## config.mk

```make
export PLATFORM = sky130hd
export DESIGN_NAME = sbirq_top
export DESIGN_NICKNAME = d
export VERILOG_FILES = /design/src/sbirq_pkg.sv /design/src/sbirq_top.sv /design/src/sbirq_setclr.sv
export SDC_FILE = /design/constraint.sdc
export NUM_CORES = 1
export LEC_CHECK = 0
export ABC_AREA = 1
export BUFFER_PORTS_ARGS = -buffer_cell sky130_fd_sc_hd__buf_2
export CAP_MARGIN = 30
export CORE_MARGIN = 2
export CORE_UTILIZATION = 26
export CTS_BUF_LIST = sky130_fd_sc_hd__clkbuf_8
export DETAILED_ROUTE_END_ITERATION = 7
export PLACE_DENSITY = 0.46
export SYNTH_ARGS = -nofsm -noshare
export SYNTH_HDL_FRONTEND = slang
export SYNTH_SLANG_ARGS = --single-unit
```

## constraint.sdc

```tcl
create_clock -name core_clk -period 30.8 [get_ports core_clk]
set_input_delay 3.08 -clock core_clk [delete_from_list [all_inputs] [get_ports core_clk]]
set_output_delay 3.08 -clock core_clk [all_outputs]
set_load 0.05 [all_outputs]
```

## src/sbirq_pkg.sv

```systemverilog
// Constants for the serial bus host interrupt aggregator
// Behaviour
// - DMA completion and unit events raise interrupt
// - Interrupt line from flags and enables only
// - Flags record events; enables select them
// - Event clear write clears selected flags not set by hardware that cycle
// - Request done bit 0, response bit 1
// - Transmit done on field 11b, or 01b+bad ack
// - Packet arrival flag per receive context
// - Buffer done flag when field equals 11b
// - Each of eight iso contexts per direction raises events
// - Iso context event reaches its summary flag gated by its mask bit
// - One summary flag per iso direction
// - Per context iso event bits 7..0
// - Mask readback shows only implemented contexts
// - Mismatch keeps cycle matched contexts inactive
// - Context control and descriptor pointer registers
`default_nettype none
package sbirq_pkg;
  // ----------------------------------------
  // Register offsets
  // ----------------------------------------
  localparam logic [10:0] SBIRQ_EVT_SET = 11'h080;
  localparam logic [10:0] SBIRQ_EVT_CLR = 11'h084;
  localparam logic [10:0] SBIRQ_EN_SET = 11'h088;
  localparam logic [10:0] SBIRQ_EN_CLR = 11'h08C;
  localparam logic [10:0] SBIRQ_ITEVT_SET = 11'h090;
  localparam logic [10:0] SBIRQ_ITEVT_CLR = 11'h094;
  localparam logic [10:0] SBIRQ_ITEN_SET = 11'h098;
  localparam logic [10:0] SBIRQ_ITEN_CLR = 11'h09C;
  localparam logic [10:0] SBIRQ_IREVT_SET = 11'h0A0;
  localparam logic [10:0] SBIRQ_IREVT_CLR = 11'h0A4;
  localparam logic [10:0] SBIRQ_IREN_SET = 11'h0A8;
  localparam logic [10:0] SBIRQ_IREN_CLR = 11'h0AC;
  // Transmit context block: base + 16*n, word 0 set, 1 clear, 3 pointer
  localparam logic [10:0] SBIRQ_ITCTX_BASE = 11'h200;
  localparam logic [1:0] SBIRQ_CTX_SET = 2'h0;
  localparam logic [1:0] SBIRQ_CTX_CLR = 2'h1;
  localparam logic [1:0] SBIRQ_CTX_PTR = 2'h3;
  // ----------------------------------------
  // Global event bit positions
  // ----------------------------------------
  localparam int SBIRQ_B_REQ_TX = 0;
  localparam int SBIRQ_B_RESP_TX = 1;
  localparam int SBIRQ_B_REQ_BUF = 2;
  localparam int SBIRQ_B_RESP_BUF = 3;
  localparam int SBIRQ_B_REQ_PKT = 4;
  localparam int SBIRQ_B_RESP_PKT = 5;
  localparam int SBIRQ_B_ISO_TX = 6;
  localparam int SBIRQ_B_ISO_RX = 7;
  localparam int SBIRQ_B_MISMATCH = 23;
  localparam int SBIRQ_B_MASTER = 31;
  // Implemented bits; unit events enter through the misc vector
  localparam logic [31:0] SBIRQ_EVT_IMPL = 32'h07FB_03FF;
  localparam logic [31:0] SBIRQ_EN_IMPL = 32'h87FB_03FF;
  localparam logic [31:0] SBIRQ_MISC_IMPL = 32'h07FB_0300;
  localparam logic [31:0] SBIRQ_RESET_VAL = 32'h0000_0000;
  // ----------------------------------------
  // Context control fields
  // ----------------------------------------
  localparam int SBIRQ_C_GATE = 31;
  localparam int SBIRQ_C_MATCH_HI = 30;
  localparam int SBIRQ_C_MATCH_LO = 16;
  localparam int SBIRQ_C_RUN = 15;
  localparam int SBIRQ_C_WAKE = 12;
  localparam int SBIRQ_C_DEAD = 11;
  localparam int SBIRQ_C_ACTIVE = 10;
  // ----------------------------------------
  // Descriptor interrupt field and ack codes
  // ----------------------------------------
  localparam logic [1:0] SBIRQ_I_ALWAYS = 2'h3;
  localparam logic [1:0] SBIRQ_I_ON_ERR = 2'h1;
  localparam logic [4:0] SBIRQ_ACK_COMPLETE = 5'h11;
  localparam logic [4:0] SBIRQ_ACK_PENDING = 5'h12;

  // Transmit done decision
  function automatic logic sbirq_tx_hit(input logic [1:0] field, input logic [4:0] ack);
    sbirq_tx_hit = (field == SBIRQ_I_ALWAYS) ||
                   ((field == SBIRQ_I_ON_ERR) && (ack != SBIRQ_ACK_COMPLETE) && (ack != SBIRQ_ACK_PENDING));
  endfunction
endpackage
`default_nettype wire

```

## src/sbirq_top.sv

```systemverilog
// Interrupt event collection, masking and iso transmit context control
`timescale 1ns/1ns
`default_nettype none
module sbirq_top import sbirq_pkg::*; #(
  parameter int NCTX = 8
) (
  input wire logic core_clk,
  input wire logic reset,
  input wire logic reg_wr_en,
  input wire logic reg_rd_en,
  input wire logic [10:0] reg_addr,
  input wire logic [31:0] reg_wdata,
  output logic [31:0] reg_rdata,
  output logic reg_rd_valid,
  input wire logic at_req_done,
  input wire logic at_resp_done,
  input wire logic [1:0] at_irq_field,
  input wire logic [4:0] at_ack_code,
  input wire logic ar_req_packet,
  input wire logic ar_resp_packet,
  input wire logic ar_req_buf_done,
  input wire logic ar_resp_buf_done,
  input wire logic [1:0] ar_irq_field,
  input wire logic [31:0] misc_event,
  input wire logic [NCTX-1:0] it_ctx_irq,
  input wire logic [NCTX-1:0] ir_ctx_irq,
  input wire logic [NCTX-1:0] it_ctx_halted,
  input wire logic [NCTX-1:0] it_ctx_dead,
  output logic host_irq,
  output logic cycle_mismatch_flag,
  output logic [NCTX-1:0] it_ctx_run,
  output logic [NCTX-1:0] it_ctx_active,
  output logic [NCTX-1:0] it_ctx_wake,
  output logic [NCTX*32-1:0] it_ctx_dptr
);
  // ----------------------------------------
  // Address decode
  // ----------------------------------------
  logic [31:0] global_event_flags;
  logic [31:0] global_event_enables;
  logic [31:0] iso_transmit_context_events;
  logic [31:0] iso_transmit_context_enables;
  logic [31:0] iso_receive_context_events;
  logic [31:0] iso_receive_context_enables;
  logic [31:0] evt_hw;
  logic [31:0] itevt_hw;
  logic [31:0] irevt_hw;
  logic event_clear_port;
  logic ctx_hit;
  logic [2:0] ctx_sel;
  logic [1:0] ctx_word;
  logic global_irq_gate;

  function automatic logic wr_at(input logic [10:0] a);
    wr_at = reg_wr_en && (reg_addr == a);
  endfunction

  assign event_clear_port = wr_at(SBIRQ_EVT_CLR);
  assign ctx_hit = (reg_addr[10:7] == SBIRQ_ITCTX_BASE[10:7]) && (reg_addr[1:0] == 2'h0);
  assign ctx_sel = reg_addr[6:4];
  assign ctx_word = reg_addr[3:2];

  // ----------------------------------------
  // Event sources
  // ----------------------------------------
  always_comb begin
    evt_hw = misc_event & SBIRQ_MISC_IMPL;
    evt_hw[SBIRQ_B_REQ_TX] = at_req_done && sbirq_tx_hit(at_irq_field, at_ack_code);
    evt_hw[SBIRQ_B_RESP_TX] = at_resp_done && sbirq_tx_hit(at_irq_field, at_ack_code);
    evt_hw[SBIRQ_B_REQ_BUF] = ar_req_buf_done && (ar_irq_field == SBIRQ_I_ALWAYS);
    evt_hw[SBIRQ_B_RESP_BUF] = ar_resp_buf_done && (ar_irq_field == SBIRQ_I_ALWAYS);
    evt_hw[SBIRQ_B_REQ_PKT] = ar_req_packet;
    evt_hw[SBIRQ_B_RESP_PKT] = ar_resp_packet;
    evt_hw[SBIRQ_B_ISO_TX] = |(it_ctx_irq & iso_transmit_context_enables[NCTX-1:0]);
    evt_hw[SBIRQ_B_ISO_RX] = |(ir_ctx_irq & iso_receive_context_enables[NCTX-1:0]);
    itevt_hw = '0;
    irevt_hw = '0;
    itevt_hw[NCTX-1:0] = it_ctx_irq;
    irevt_hw[NCTX-1:0] = ir_ctx_irq;
  end

  // ----------------------------------------
  // Event and enable registers
  // ----------------------------------------
  sbirq_setclr #(.W(32), .IMPL(SBIRQ_EVT_IMPL)) u_evt (
    .core_clk(core_clk), .reset(reset), .set_wr(wr_at(SBIRQ_EVT_SET)), .clr_wr(event_clear_port),
    .wdata(reg_wdata), .hw_set(evt_hw), .value(global_event_flags));
  sbirq_setclr #(.W(32), .IMPL(SBIRQ_EN_IMPL)) u_en (
    .core_clk(core_clk), .reset(reset), .set_wr(wr_at(SBIRQ_EN_SET)), .clr_wr(wr_at(SBIRQ_EN_CLR)),
    .wdata(reg_wdata), .hw_set(32'h0000_0000), .value(global_event_enables));
  sbirq_setclr #(.W(32), .IMPL(32'(2**NCTX - 1))) u_itevt (
    .core_clk(core_clk), .reset(reset), .set_wr(wr_at(SBIRQ_ITEVT_SET)), .clr_wr(wr_at(SBIRQ_ITEVT_CLR)),
    .wdata(reg_wdata), .hw_set(itevt_hw), .value(iso_transmit_context_events));
  sbirq_setclr #(.W(32), .IMPL(32'(2**NCTX - 1))) u_iten (
    .core_clk(core_clk), .reset(reset), .set_wr(wr_at(SBIRQ_ITEN_SET)), .clr_wr(wr_at(SBIRQ_ITEN_CLR)),
    .wdata(reg_wdata), .hw_set(32'h0000_0000), .value(iso_transmit_context_enables));
  sbirq_setclr #(.W(32), .IMPL(32'(2**NCTX - 1))) u_irevt (
    .core_clk(core_clk), .reset(reset), .set_wr(wr_at(SBIRQ_IREVT_SET)), .clr_wr(wr_at(SBIRQ_IREVT_CLR)),
    .wdata(reg_wdata), .hw_set(irevt_hw), .value(iso_receive_context_events));
  sbirq_setclr #(.W(32), .IMPL(32'(2**NCTX - 1))) u_iren (
    .core_clk(core_clk), .reset(reset), .set_wr(wr_at(SBIRQ_IREN_SET)), .clr_wr(wr_at(SBIRQ_IREN_CLR)),
    .wdata(reg_wdata), .hw_set(32'h0000_0000), .value(iso_receive_context_enables));

  // ----------------------------------------
  // Host interrupt line
  // ----------------------------------------
  assign global_irq_gate = global_event_enables[SBIRQ_B_MASTER];
  assign host_irq = global_irq_gate && |(global_event_flags[30:0] & global_event_enables[30:0]);
  assign cycle_mismatch_flag = global_event_flags[SBIRQ_B_MISMATCH];

  // ----------------------------------------
  // Iso transmit context control
  // ----------------------------------------
  logic [NCTX-1:0] cycle_match_gate;
  logic [14:0] ctx_match [NCTX];
  logic [31:0] descriptor_pointer [NCTX];

  always_ff @(posedge core_clk or posedge reset) begin
    if (reset) begin
      cycle_match_gate <= '0;
      it_ctx_run <= '0;
      it_ctx_wake <= '0;
      for (int n = 0; n < NCTX; n++) begin
        ctx_match[n] <= '0;
      end
    end else begin
      it_ctx_wake <= '0;
      if (reg_wr_en && ctx_hit && (ctx_word == SBIRQ_CTX_SET)) begin
        cycle_match_gate[ctx_sel] <= cycle_match_gate[ctx_sel] | reg_wdata[SBIRQ_C_GATE];
        ctx_match[ctx_sel] <= ctx_match[ctx_sel] | reg_wdata[SBIRQ_C_MATCH_HI:SBIRQ_C_MATCH_LO];
        it_ctx_run[ctx_sel] <= it_ctx_run[ctx_sel] | reg_wdata[SBIRQ_C_RUN];
        it_ctx_wake[ctx_sel] <= reg_wdata[SBIRQ_C_WAKE];
      end else if (reg_wr_en && ctx_hit && (ctx_word == SBIRQ_CTX_CLR)) begin
        cycle_match_gate[ctx_sel] <= cycle_match_gate[ctx_sel] & ~reg_wdata[SBIRQ_C_GATE];
        ctx_match[ctx_sel] <= ctx_match[ctx_sel] & ~reg_wdata[SBIRQ_C_MATCH_HI:SBIRQ_C_MATCH_LO];
        it_ctx_run[ctx_sel] <= it_ctx_run[ctx_sel] & ~reg_wdata[SBIRQ_C_RUN];
      end
    end
  end

  always_ff @(posedge core_clk or posedge reset) begin
    if (reset) begin
      for (int n = 0; n < NCTX; n++) begin
        descriptor_pointer[n] <= SBIRQ_RESET_VAL;
      end
    end else if (reg_wr_en && ctx_hit && (ctx_word == SBIRQ_CTX_PTR)) begin
      descriptor_pointer[ctx_sel] <= reg_wdata;
    end
  end

  // Cycle matched contexts held inactive while the mismatch flag stands
  always_ff @(posedge core_clk or posedge reset) begin
    if (reset) begin
      it_ctx_active <= '0;
    end else begin
      for (int n = 0; n < NCTX; n++) begin
        if (it_ctx_run[n] && cycle_match_gate[n] && cycle_mismatch_flag) begin
          it_ctx_active[n] <= 1'b0;
        end else if (it_ctx_run[n]) begin
          it_ctx_active[n] <= 1'b1;
        end else if (it_ctx_halted[n]) begin
          it_ctx_active[n] <= 1'b0;
        end
      end
    end
  end

  always_comb begin
    for (int n = 0; n < NCTX; n++) begin
      it_ctx_dptr[n*32 +: 32] = descriptor_pointer[n];
    end
  end

  // ----------------------------------------
  // Register read
  // ----------------------------------------
  logic [31:0] next_rdata;

  always_comb begin
    next_rdata = 32'h0000_0000;
    if (ctx_hit && (ctx_word == SBIRQ_CTX_PTR)) begin
      next_rdata = descriptor_pointer[ctx_sel];
    end else if (ctx_hit && (ctx_word != 2'h2)) begin
      next_rdata[SBIRQ_C_GATE] = cycle_match_gate[ctx_sel];
      next_rdata[SBIRQ_C_MATCH_HI:SBIRQ_C_MATCH_LO] = ctx_match[ctx_sel];
      next_rdata[SBIRQ_C_RUN] = it_ctx_run[ctx_sel];
      next_rdata[SBIRQ_C_DEAD] = it_ctx_dead[ctx_sel];
      next_rdata[SBIRQ_C_ACTIVE] = it_ctx_active[ctx_sel];
    end else begin
      unique case (reg_addr)
        SBIRQ_EVT_SET, SBIRQ_EVT_CLR: next_rdata = global_event_flags;
        SBIRQ_EN_SET, SBIRQ_EN_CLR: next_rdata = global_event_enables;
        SBIRQ_ITEVT_SET, SBIRQ_ITEVT_CLR: next_rdata = iso_transmit_context_events;
        SBIRQ_ITEN_SET, SBIRQ_ITEN_CLR: next_rdata = iso_transmit_context_enables;
        SBIRQ_IREVT_SET, SBIRQ_IREVT_CLR: next_rdata = iso_receive_context_events;
        SBIRQ_IREN_SET, SBIRQ_IREN_CLR: next_rdata = iso_receive_context_enables;
        default: next_rdata = 32'h0000_0000;
      endcase
    end
  end

  always_ff @(posedge core_clk or posedge reset) begin
    if (reset) begin
      reg_rdata <= 32'h0000_0000;
      reg_rd_valid <= 1'b0;
    end else begin
      reg_rd_valid <= reg_rd_en;
      if (reg_rd_en) begin
        reg_rdata <= next_rdata;
      end
    end
  end

  // ----------------------------------------
  // Checks
  // ----------------------------------------
  AST_IRQ_NEEDS_GATE: assert property (@(posedge core_clk) disable iff (reset)
    host_irq |-> global_event_enables[SBIRQ_B_MASTER] && (global_event_flags[30:0] != 31'h0000_0000))
    else $error("Interrupt without master gate or flag");
  AST_TX_ALWAYS: assert property (@(posedge core_clk) disable iff (reset)
    at_req_done && (at_irq_field == SBIRQ_I_ALWAYS) |=> global_event_flags[SBIRQ_B_REQ_TX])
    else $error("Request transmit done not flagged");
  AST_TX_ACK_OK: assert property (@(posedge core_clk) disable iff (reset)
    at_resp_done && (at_irq_field == SBIRQ_I_ON_ERR) && (at_ack_code == SBIRQ_ACK_PENDING) &&
    !global_event_flags[SBIRQ_B_RESP_TX] && !reg_wr_en |=> !global_event_flags[SBIRQ_B_RESP_TX])
    else $error("Response done flagged on good ack");
  AST_PKT_ARRIVAL: assert property (@(posedge core_clk) disable iff (reset)
    ar_req_packet |=> global_event_flags[SBIRQ_B_REQ_PKT])
    else $error("Request packet arrival lost");
  AST_CTX_EVENT: assert property (@(posedge core_clk) disable iff (reset)
    it_ctx_irq != '0 |=> (iso_transmit_context_events[NCTX-1:0] & $past(it_ctx_irq)) == $past(it_ctx_irq))
    else $error("Transmit context event lost");
  AST_SUMMARY: assert property (@(posedge core_clk) disable iff (reset)
    (ir_ctx_irq & iso_receive_context_enables[NCTX-1:0]) != '0 |=> global_event_flags[SBIRQ_B_ISO_RX])
    else $error("Receive summary not set");
  AST_STICKY: assert property (@(posedge core_clk) disable iff (reset)
    global_event_flags[SBIRQ_B_REQ_PKT] && !(event_clear_port && reg_wdata[SBIRQ_B_REQ_PKT])
    |=> global_event_flags[SBIRQ_B_REQ_PKT])
    else $error("Flag dropped without clear");
  AST_CLEAR: assert property (@(posedge core_clk) disable iff (reset)
    event_clear_port && reg_wdata[SBIRQ_B_RESP_PKT] && !ar_resp_packet
    |=> !global_event_flags[SBIRQ_B_RESP_PKT])
    else $error("Clear write did not clear flag");
  AST_MASK_IMPL: assert property (@(posedge core_clk) disable iff (reset)
    wr_at(SBIRQ_ITEN_SET) && (reg_wdata == 32'hFFFF_FFFF)
    |=> iso_transmit_context_enables == 32'(2**NCTX - 1))
    else $error("Mask readback wrong width");
  AST_MATCH_HOLD: assert property (@(posedge core_clk) disable iff (reset)
    it_ctx_run[0] && cycle_match_gate[0] && cycle_mismatch_flag |=> !it_ctx_active[0])
    else $error("Cycle matched context went active");

  // ----------------------------------------
  // Further checks
  // ----------------------------------------
  AST_TX_ON_ERR: assert property (@(posedge core_clk) disable iff (reset)
    at_resp_done && (at_irq_field == SBIRQ_I_ON_ERR) && (at_ack_code != SBIRQ_ACK_COMPLETE) &&
    (at_ack_code != SBIRQ_ACK_PENDING) |=> global_event_flags[SBIRQ_B_RESP_TX])
    else $error("Response done not flagged on bad ack");
  AST_RESP_ARRIVAL: assert property (@(posedge core_clk) disable iff (reset)
    ar_resp_packet |=> global_event_flags[SBIRQ_B_RESP_PKT])
    else $error("Response packet arrival lost");
  AST_BUF_DONE: assert property (@(posedge core_clk) disable iff (reset)
    ar_req_buf_done && (ar_irq_field == SBIRQ_I_ALWAYS) |=> global_event_flags[SBIRQ_B_REQ_BUF])
    else $error("Request buffer done not flagged");
  AST_BUF_QUIET: assert property (@(posedge core_clk) disable iff (reset)
    ar_resp_buf_done && (ar_irq_field != SBIRQ_I_ALWAYS) && !global_event_flags[SBIRQ_B_RESP_BUF] &&
    !reg_wr_en |=> !global_event_flags[SBIRQ_B_RESP_BUF])
    else $error("Response buffer flagged without full field");
  AST_UNIT_EVENT: assert property (@(posedge core_clk) disable iff (reset)
    (misc_event & SBIRQ_MISC_IMPL) != 32'h0000_0000
    |=> (global_event_flags & $past(misc_event) & SBIRQ_MISC_IMPL) == ($past(misc_event) & SBIRQ_MISC_IMPL))
    else $error("Unit event lost");
  AST_TX_SUMMARY: assert property (@(posedge core_clk) disable iff (reset)
    (it_ctx_irq & iso_transmit_context_enables[NCTX-1:0]) != '0 |=> global_event_flags[SBIRQ_B_ISO_TX])
    else $error("Transmit summary not set");
  AST_SUMMARY_GATED: assert property (@(posedge core_clk) disable iff (reset)
    (ir_ctx_irq & iso_receive_context_enables[NCTX-1:0]) == '0 && !global_event_flags[SBIRQ_B_ISO_RX] &&
    !reg_wr_en |=> !global_event_flags[SBIRQ_B_ISO_RX])
    else $error("Masked receive context reached summary");
  AST_RX_CTX_EVENT: assert property (@(posedge core_clk) disable iff (reset)
    ir_ctx_irq != '0 |=> (iso_receive_context_events[NCTX-1:0] & $past(ir_ctx_irq)) == $past(ir_ctx_irq))
    else $error("Receive context event lost");
  AST_IRQ_RAISED: assert property (@(posedge core_clk) disable iff (reset)
    global_event_enables[SBIRQ_B_MASTER] &&
    ((global_event_flags[30:0] & global_event_enables[30:0]) != 31'h0000_0000) |-> host_irq)
    else $error("Enabled flag did not raise interrupt");
  AST_EN_SET: assert property (@(posedge core_clk) disable iff (reset)
    wr_at(SBIRQ_EN_SET)
    |=> (global_event_enables & $past(reg_wdata) & SBIRQ_EN_IMPL) == ($past(reg_wdata) & SBIRQ_EN_IMPL))
    else $error("Enable set write lost");
  AST_EN_CLEAR: assert property (@(posedge core_clk) disable iff (reset)
    wr_at(SBIRQ_EN_CLR) |=> (global_event_enables & $past(reg_wdata)) == 32'h0000_0000)
    else $error("Enable clear write did not clear");
  AST_RX_MASK_IMPL: assert property (@(posedge core_clk) disable iff (reset)
    wr_at(SBIRQ_IREN_SET) && (reg_wdata == 32'hFFFF_FFFF)
    |=> iso_receive_context_enables == 32'(2**NCTX - 1))
    else $error("Receive mask readback wrong width");
  AST_RUN_CLEAR: assert property (@(posedge core_clk) disable iff (reset)
    reg_wr_en && ctx_hit && (ctx_word == SBIRQ_CTX_CLR) && (ctx_sel == 3'h0) && reg_wdata[SBIRQ_C_RUN]
    |=> !it_ctx_run[0])
    else $error("Run bit survived clear write");
  AST_ACTIVE_RUN: assert property (@(posedge core_clk) disable iff (reset)
    it_ctx_run[1] && !(cycle_match_gate[1] && cycle_mismatch_flag) |=> it_ctx_active[1])
    else $error("Running context not active");
endmodule
`default_nettype wire

```

## src/sbirq_setclr.sv

```systemverilog
// Set/clear register with hardware set inputs
`timescale 1ns/1ns
`default_nettype none
module sbirq_setclr import sbirq_pkg::*; #(
  parameter int W = 32,
  parameter logic [W-1:0] IMPL = '1
) (
  input wire logic core_clk,
  input wire logic reset,
  input wire logic set_wr,
  input wire logic clr_wr,
  input wire logic [W-1:0] wdata,
  input wire logic [W-1:0] hw_set,
  output logic [W-1:0] value
);
  // Hardware set wins over a clear in the same cycle
  always_ff @(posedge core_clk or posedge reset) begin
    if (reset) begin
      value <= '0;
    end else begin
      value <= ((value | (set_wr ? wdata : '0)) & ~(clr_wr ? wdata : '0) | hw_set) & IMPL;
    end
  end
endmodule
`default_nettype wire

```

==> impl_metrics.tcl <==
set metrics [dict create \
    status "finished, final reports clean" \
    worstHoldStart "reg_rdata[14]" \
    viasPerCell 4.66 \
    min_period_ns 6.05 \
    root_buffer "clkbuf_8" \
    setup_ws_ns 24.75 \
    drc 0 \
    drv_cap 0 \
    grt-busiest-layer "met2" \
    cts_setup_buffers 0 \
    hpwl_mm 72.7 \
    tns_ns 0 \
    grt_setup_unrepaired "no" \
    die_x_um 309 \
    hold_viol 0 \
    core_area_um2 91900 \
    vias 22772 \
    crit_path_max_fanout 64 \
    htreeDepth 3 \
    grt_use_met3 0.0621 \
    timing_worst_setup_path_type "in2reg" \
    hold_class "reg2reg" \
    yosys-top-cells-area "dfrtp_1 53%, nand2_1 23%, o21ai_0 8.6%" \
    p_per_area_nw_per_um2 50.1 \
    numCtsBuffers 98 \
    postRouteAntennaNets 0 \
    nFillCells 10112 \
    synth_warnings 0 \
    clock.fmax_mhz 165 \
    yosysUniqueCellTypes 35 \
    nets 3693 \
    final_max_slew_viol_count 0 \
    synthMuxAreaShare 0 \
    irDropWorstVdd_uv 30.4 \
    initialDrtViolationCount 1969 \
    grt_max_degree 161 \
    post_cts_resized 0 \
    clk_latency_ns 0.75 \
    gp_congestion 0.808 \
    dr.pass1.iters 5 \
    clkTransAtPathRegs_ns 0.06 \
    grt_pass1_wl_mm 154 \
    die_y_um 309 \
    synth.yosys.seq_area_share 0.531 \
    place_ws_ns 23.89 \
    synth_adder_area_share 0 \
    critPathCaptureType "flop" \
    layout-drive-gt1-share 0.176 \
    syn_area_um2 24200 \
    portBuffers 420 \
    yosys.area_share.simple 0.283 \
    synth_top_family_by_area "simple AND/OR/NAND/NOR gates" \
    setup_violations 0 \
    startpoint_type "input port" \
    synth_top_cell_by_area "dfrtp_1" \
    max-slew-margin-rel 0.340 \
    fin_crit_sh 0.196 \
    gr-usage-met2 0.341 \
    track_usage 0.220 \
    cellLeakagePower_uw 0.0157 \
    ys_ff_latch 514 \
    clkSinkCount 514 \
    area_growth_pct 21.5 \
    synthesis.nets 3309 \
    design.die.area_um2 95600 \
    avgSynthCellArea_um2 7.61 \
    syn_inst 3183 \
    critPathRequiredTime_ns 31.43 \
    rows 111 \
    synth-compound-area-share 0.130 \
    rr_startpoint "ctx_match[78]" \
    antenna_found_initial 14 \
    grt_pass1_vias 21629 \
    worstSetupStartpoint "reg_addr[5]" \
    wl_per_cell_um 21.8 \
    met1_usage 0.301 \
    start_util 0.263 \
    synth_xor_area_frac 0.000362 \
    skew_ns 0.0382 \
    tightest_slew_ns 0.987 \
    final_cells 4883 \
    io_pins 441 \
    cts_max_path_buffers 3 \
    cts_tree "done" \
    dp.cells 4710 \
    routed_wl_mm 106 \
    overflow 0 \
    synth_top_area_share 0.531 \
    crit_arrival_ns 6.68 \
    cts_hold_buf 0 \
]
[where the power goes]
part	internal (uW)	leakage [uW]	switching, uW
Sequential	683	0.00681	5.08
Clock	358	0.00109	318
Combinational	19.7	0.00779	91.6
Total	1060	0.0157	415
[cells in the mapped netlist, drive strengths merged]
| master | instances |
|---|---|
| clkinv | 5 |
| o21ai | 432 |
| o22ai | 53 |
| a31oi | 8 |
| nand2 | 1491 |
| nor4 | 3 |
| xnor2 | 1 |
| dfrtp | 514 |
| buf | 81 |
| a21oi | 47 |
| clkbuf | 92 |
| or2 | 8 |
| o22a | 1 |
| nor3 | 5 |
| a21boi | 24 |
| o41ai | 1 |
| inv | 159 |
| nand3 | 81 |
| nand3b | 1 |
| nor2 | 142 |
| a2bb2oi | 13 |
| o21a | 2 |
| a221oi | 4 |
| o221ai | 1 |
| nand4 | 14 |
[final cells by class]
| type | count | area, um^2 | area share |
|---|---|---|---|
| Clock buffer | 117 | 1610 | 0.0547 |
| Timing Repair Buffer | 457 | 2450 | 0.0834 |
| Inverter | 164 | 627 | 0.0213 |
| Multi-Input combinational cell | 2332 | 10000 | 0.341 |
| Sequential cell | 514 | 12900 | 0.437 |
| Antenna cell | 7 | 17.5 | 0.000595 |
| Clock inverter | 49 | 275 | 0.00936 |
| Tap cell | 1243 | 1560 | 0.0529 |
[stage by stage]
| stage | power (uW) | cell area [um^2] | hold slack [ns] | util |
|---|---|---|---|---|
| 2_1_floorplan | 763 | 24200 | 0.436 | - |
| 5_1_grt | 1530 | 29400 | 0.484 | 0.320 |
| 3_5_place_dp | 813 | 27500 | 0.461 | 0.299 |
| 4_1_cts | 1500 | 29400 | 0.472 | 0.320 |
| 6_report | 1480 | 29400 | 0.475 | 0.320 |
| 3_3_place_gp | 813 | 27400 | 0.456 | 0.298 |
[layer usage]
metal,vias up,wire (um),part of all wire
met5,-,104,0.00098
met4,16,1920,0.018
met3,136,8170,0.077
met2,682,47400,0.45
met1,11005,48600,0.46
li1,10933,-,-
[sequential cells by signal, summed over array words and instances (netlist names)]
signal / flops
reg_rdata: 32
u_itevt.value: 8
it_ctx_wake: 8
u_en.value: 21
it_ctx_dptr: 256
u_iten.value: 8
ctx_match: 120
reg_rd_valid: 1
u_irevt.value: 8
u_evt.value: 20
it_ctx_run: 8
it_ctx_active: 8
cycle_match_gate: 8
u_iren.value: 8
[final timing paths]
| kind | cells past startpoint | slack, ns | endpoint |
|---|---|---|---|
| worst max-delay path | 8 | 24.75 | it_ctx_dptr[177] |
| worst min register to register | 2 | 0.48 | reg_rdata[14] |
| worst max register to register | 8 | 29.00 | ctx_match[93] |
| min in group asynchronous | 2 | 2.41 | it_ctx_dptr[12] |
| worst min-delay path | 2 | 0.48 | reg_rdata[14] |
| max in group asynchronous | 4 | 26.19 | u_irevt.value[6] |
[layout by cell type (no fill, tap or decap), types with 15 or more instances in the layout]
cell / instances
inv_1: 178
nor2_1: 130
o21ai_0: 417
clkbuf_8: 117
o22ai_1: 53
nand3_1: 76
buf_4: 31
nand2_1: 1481
buf_2: 419
dfrtp_1: 514
a21oi_1: 47
a21boi_0: 24
o21ai_1: 15
[logic make-up after synthesis]
logic type,Yosys count
AOI/OAI and AO/OA,586
xor gates and xnor gates,1
buffers and inverters,337
DFF,514
and+or+nand+nor,1745
[critical path: stages]
cell and delay [ns]:
buf_4 0.58, clkinv_2 0.63, nand3_1 0.63, clkinv_1 0.63, nand2_2 0.20, buf_4 0.62
nand2_1 0.11, o21ai_1 0.12
No activity file was read; power rests on OpenSTA's default activity.
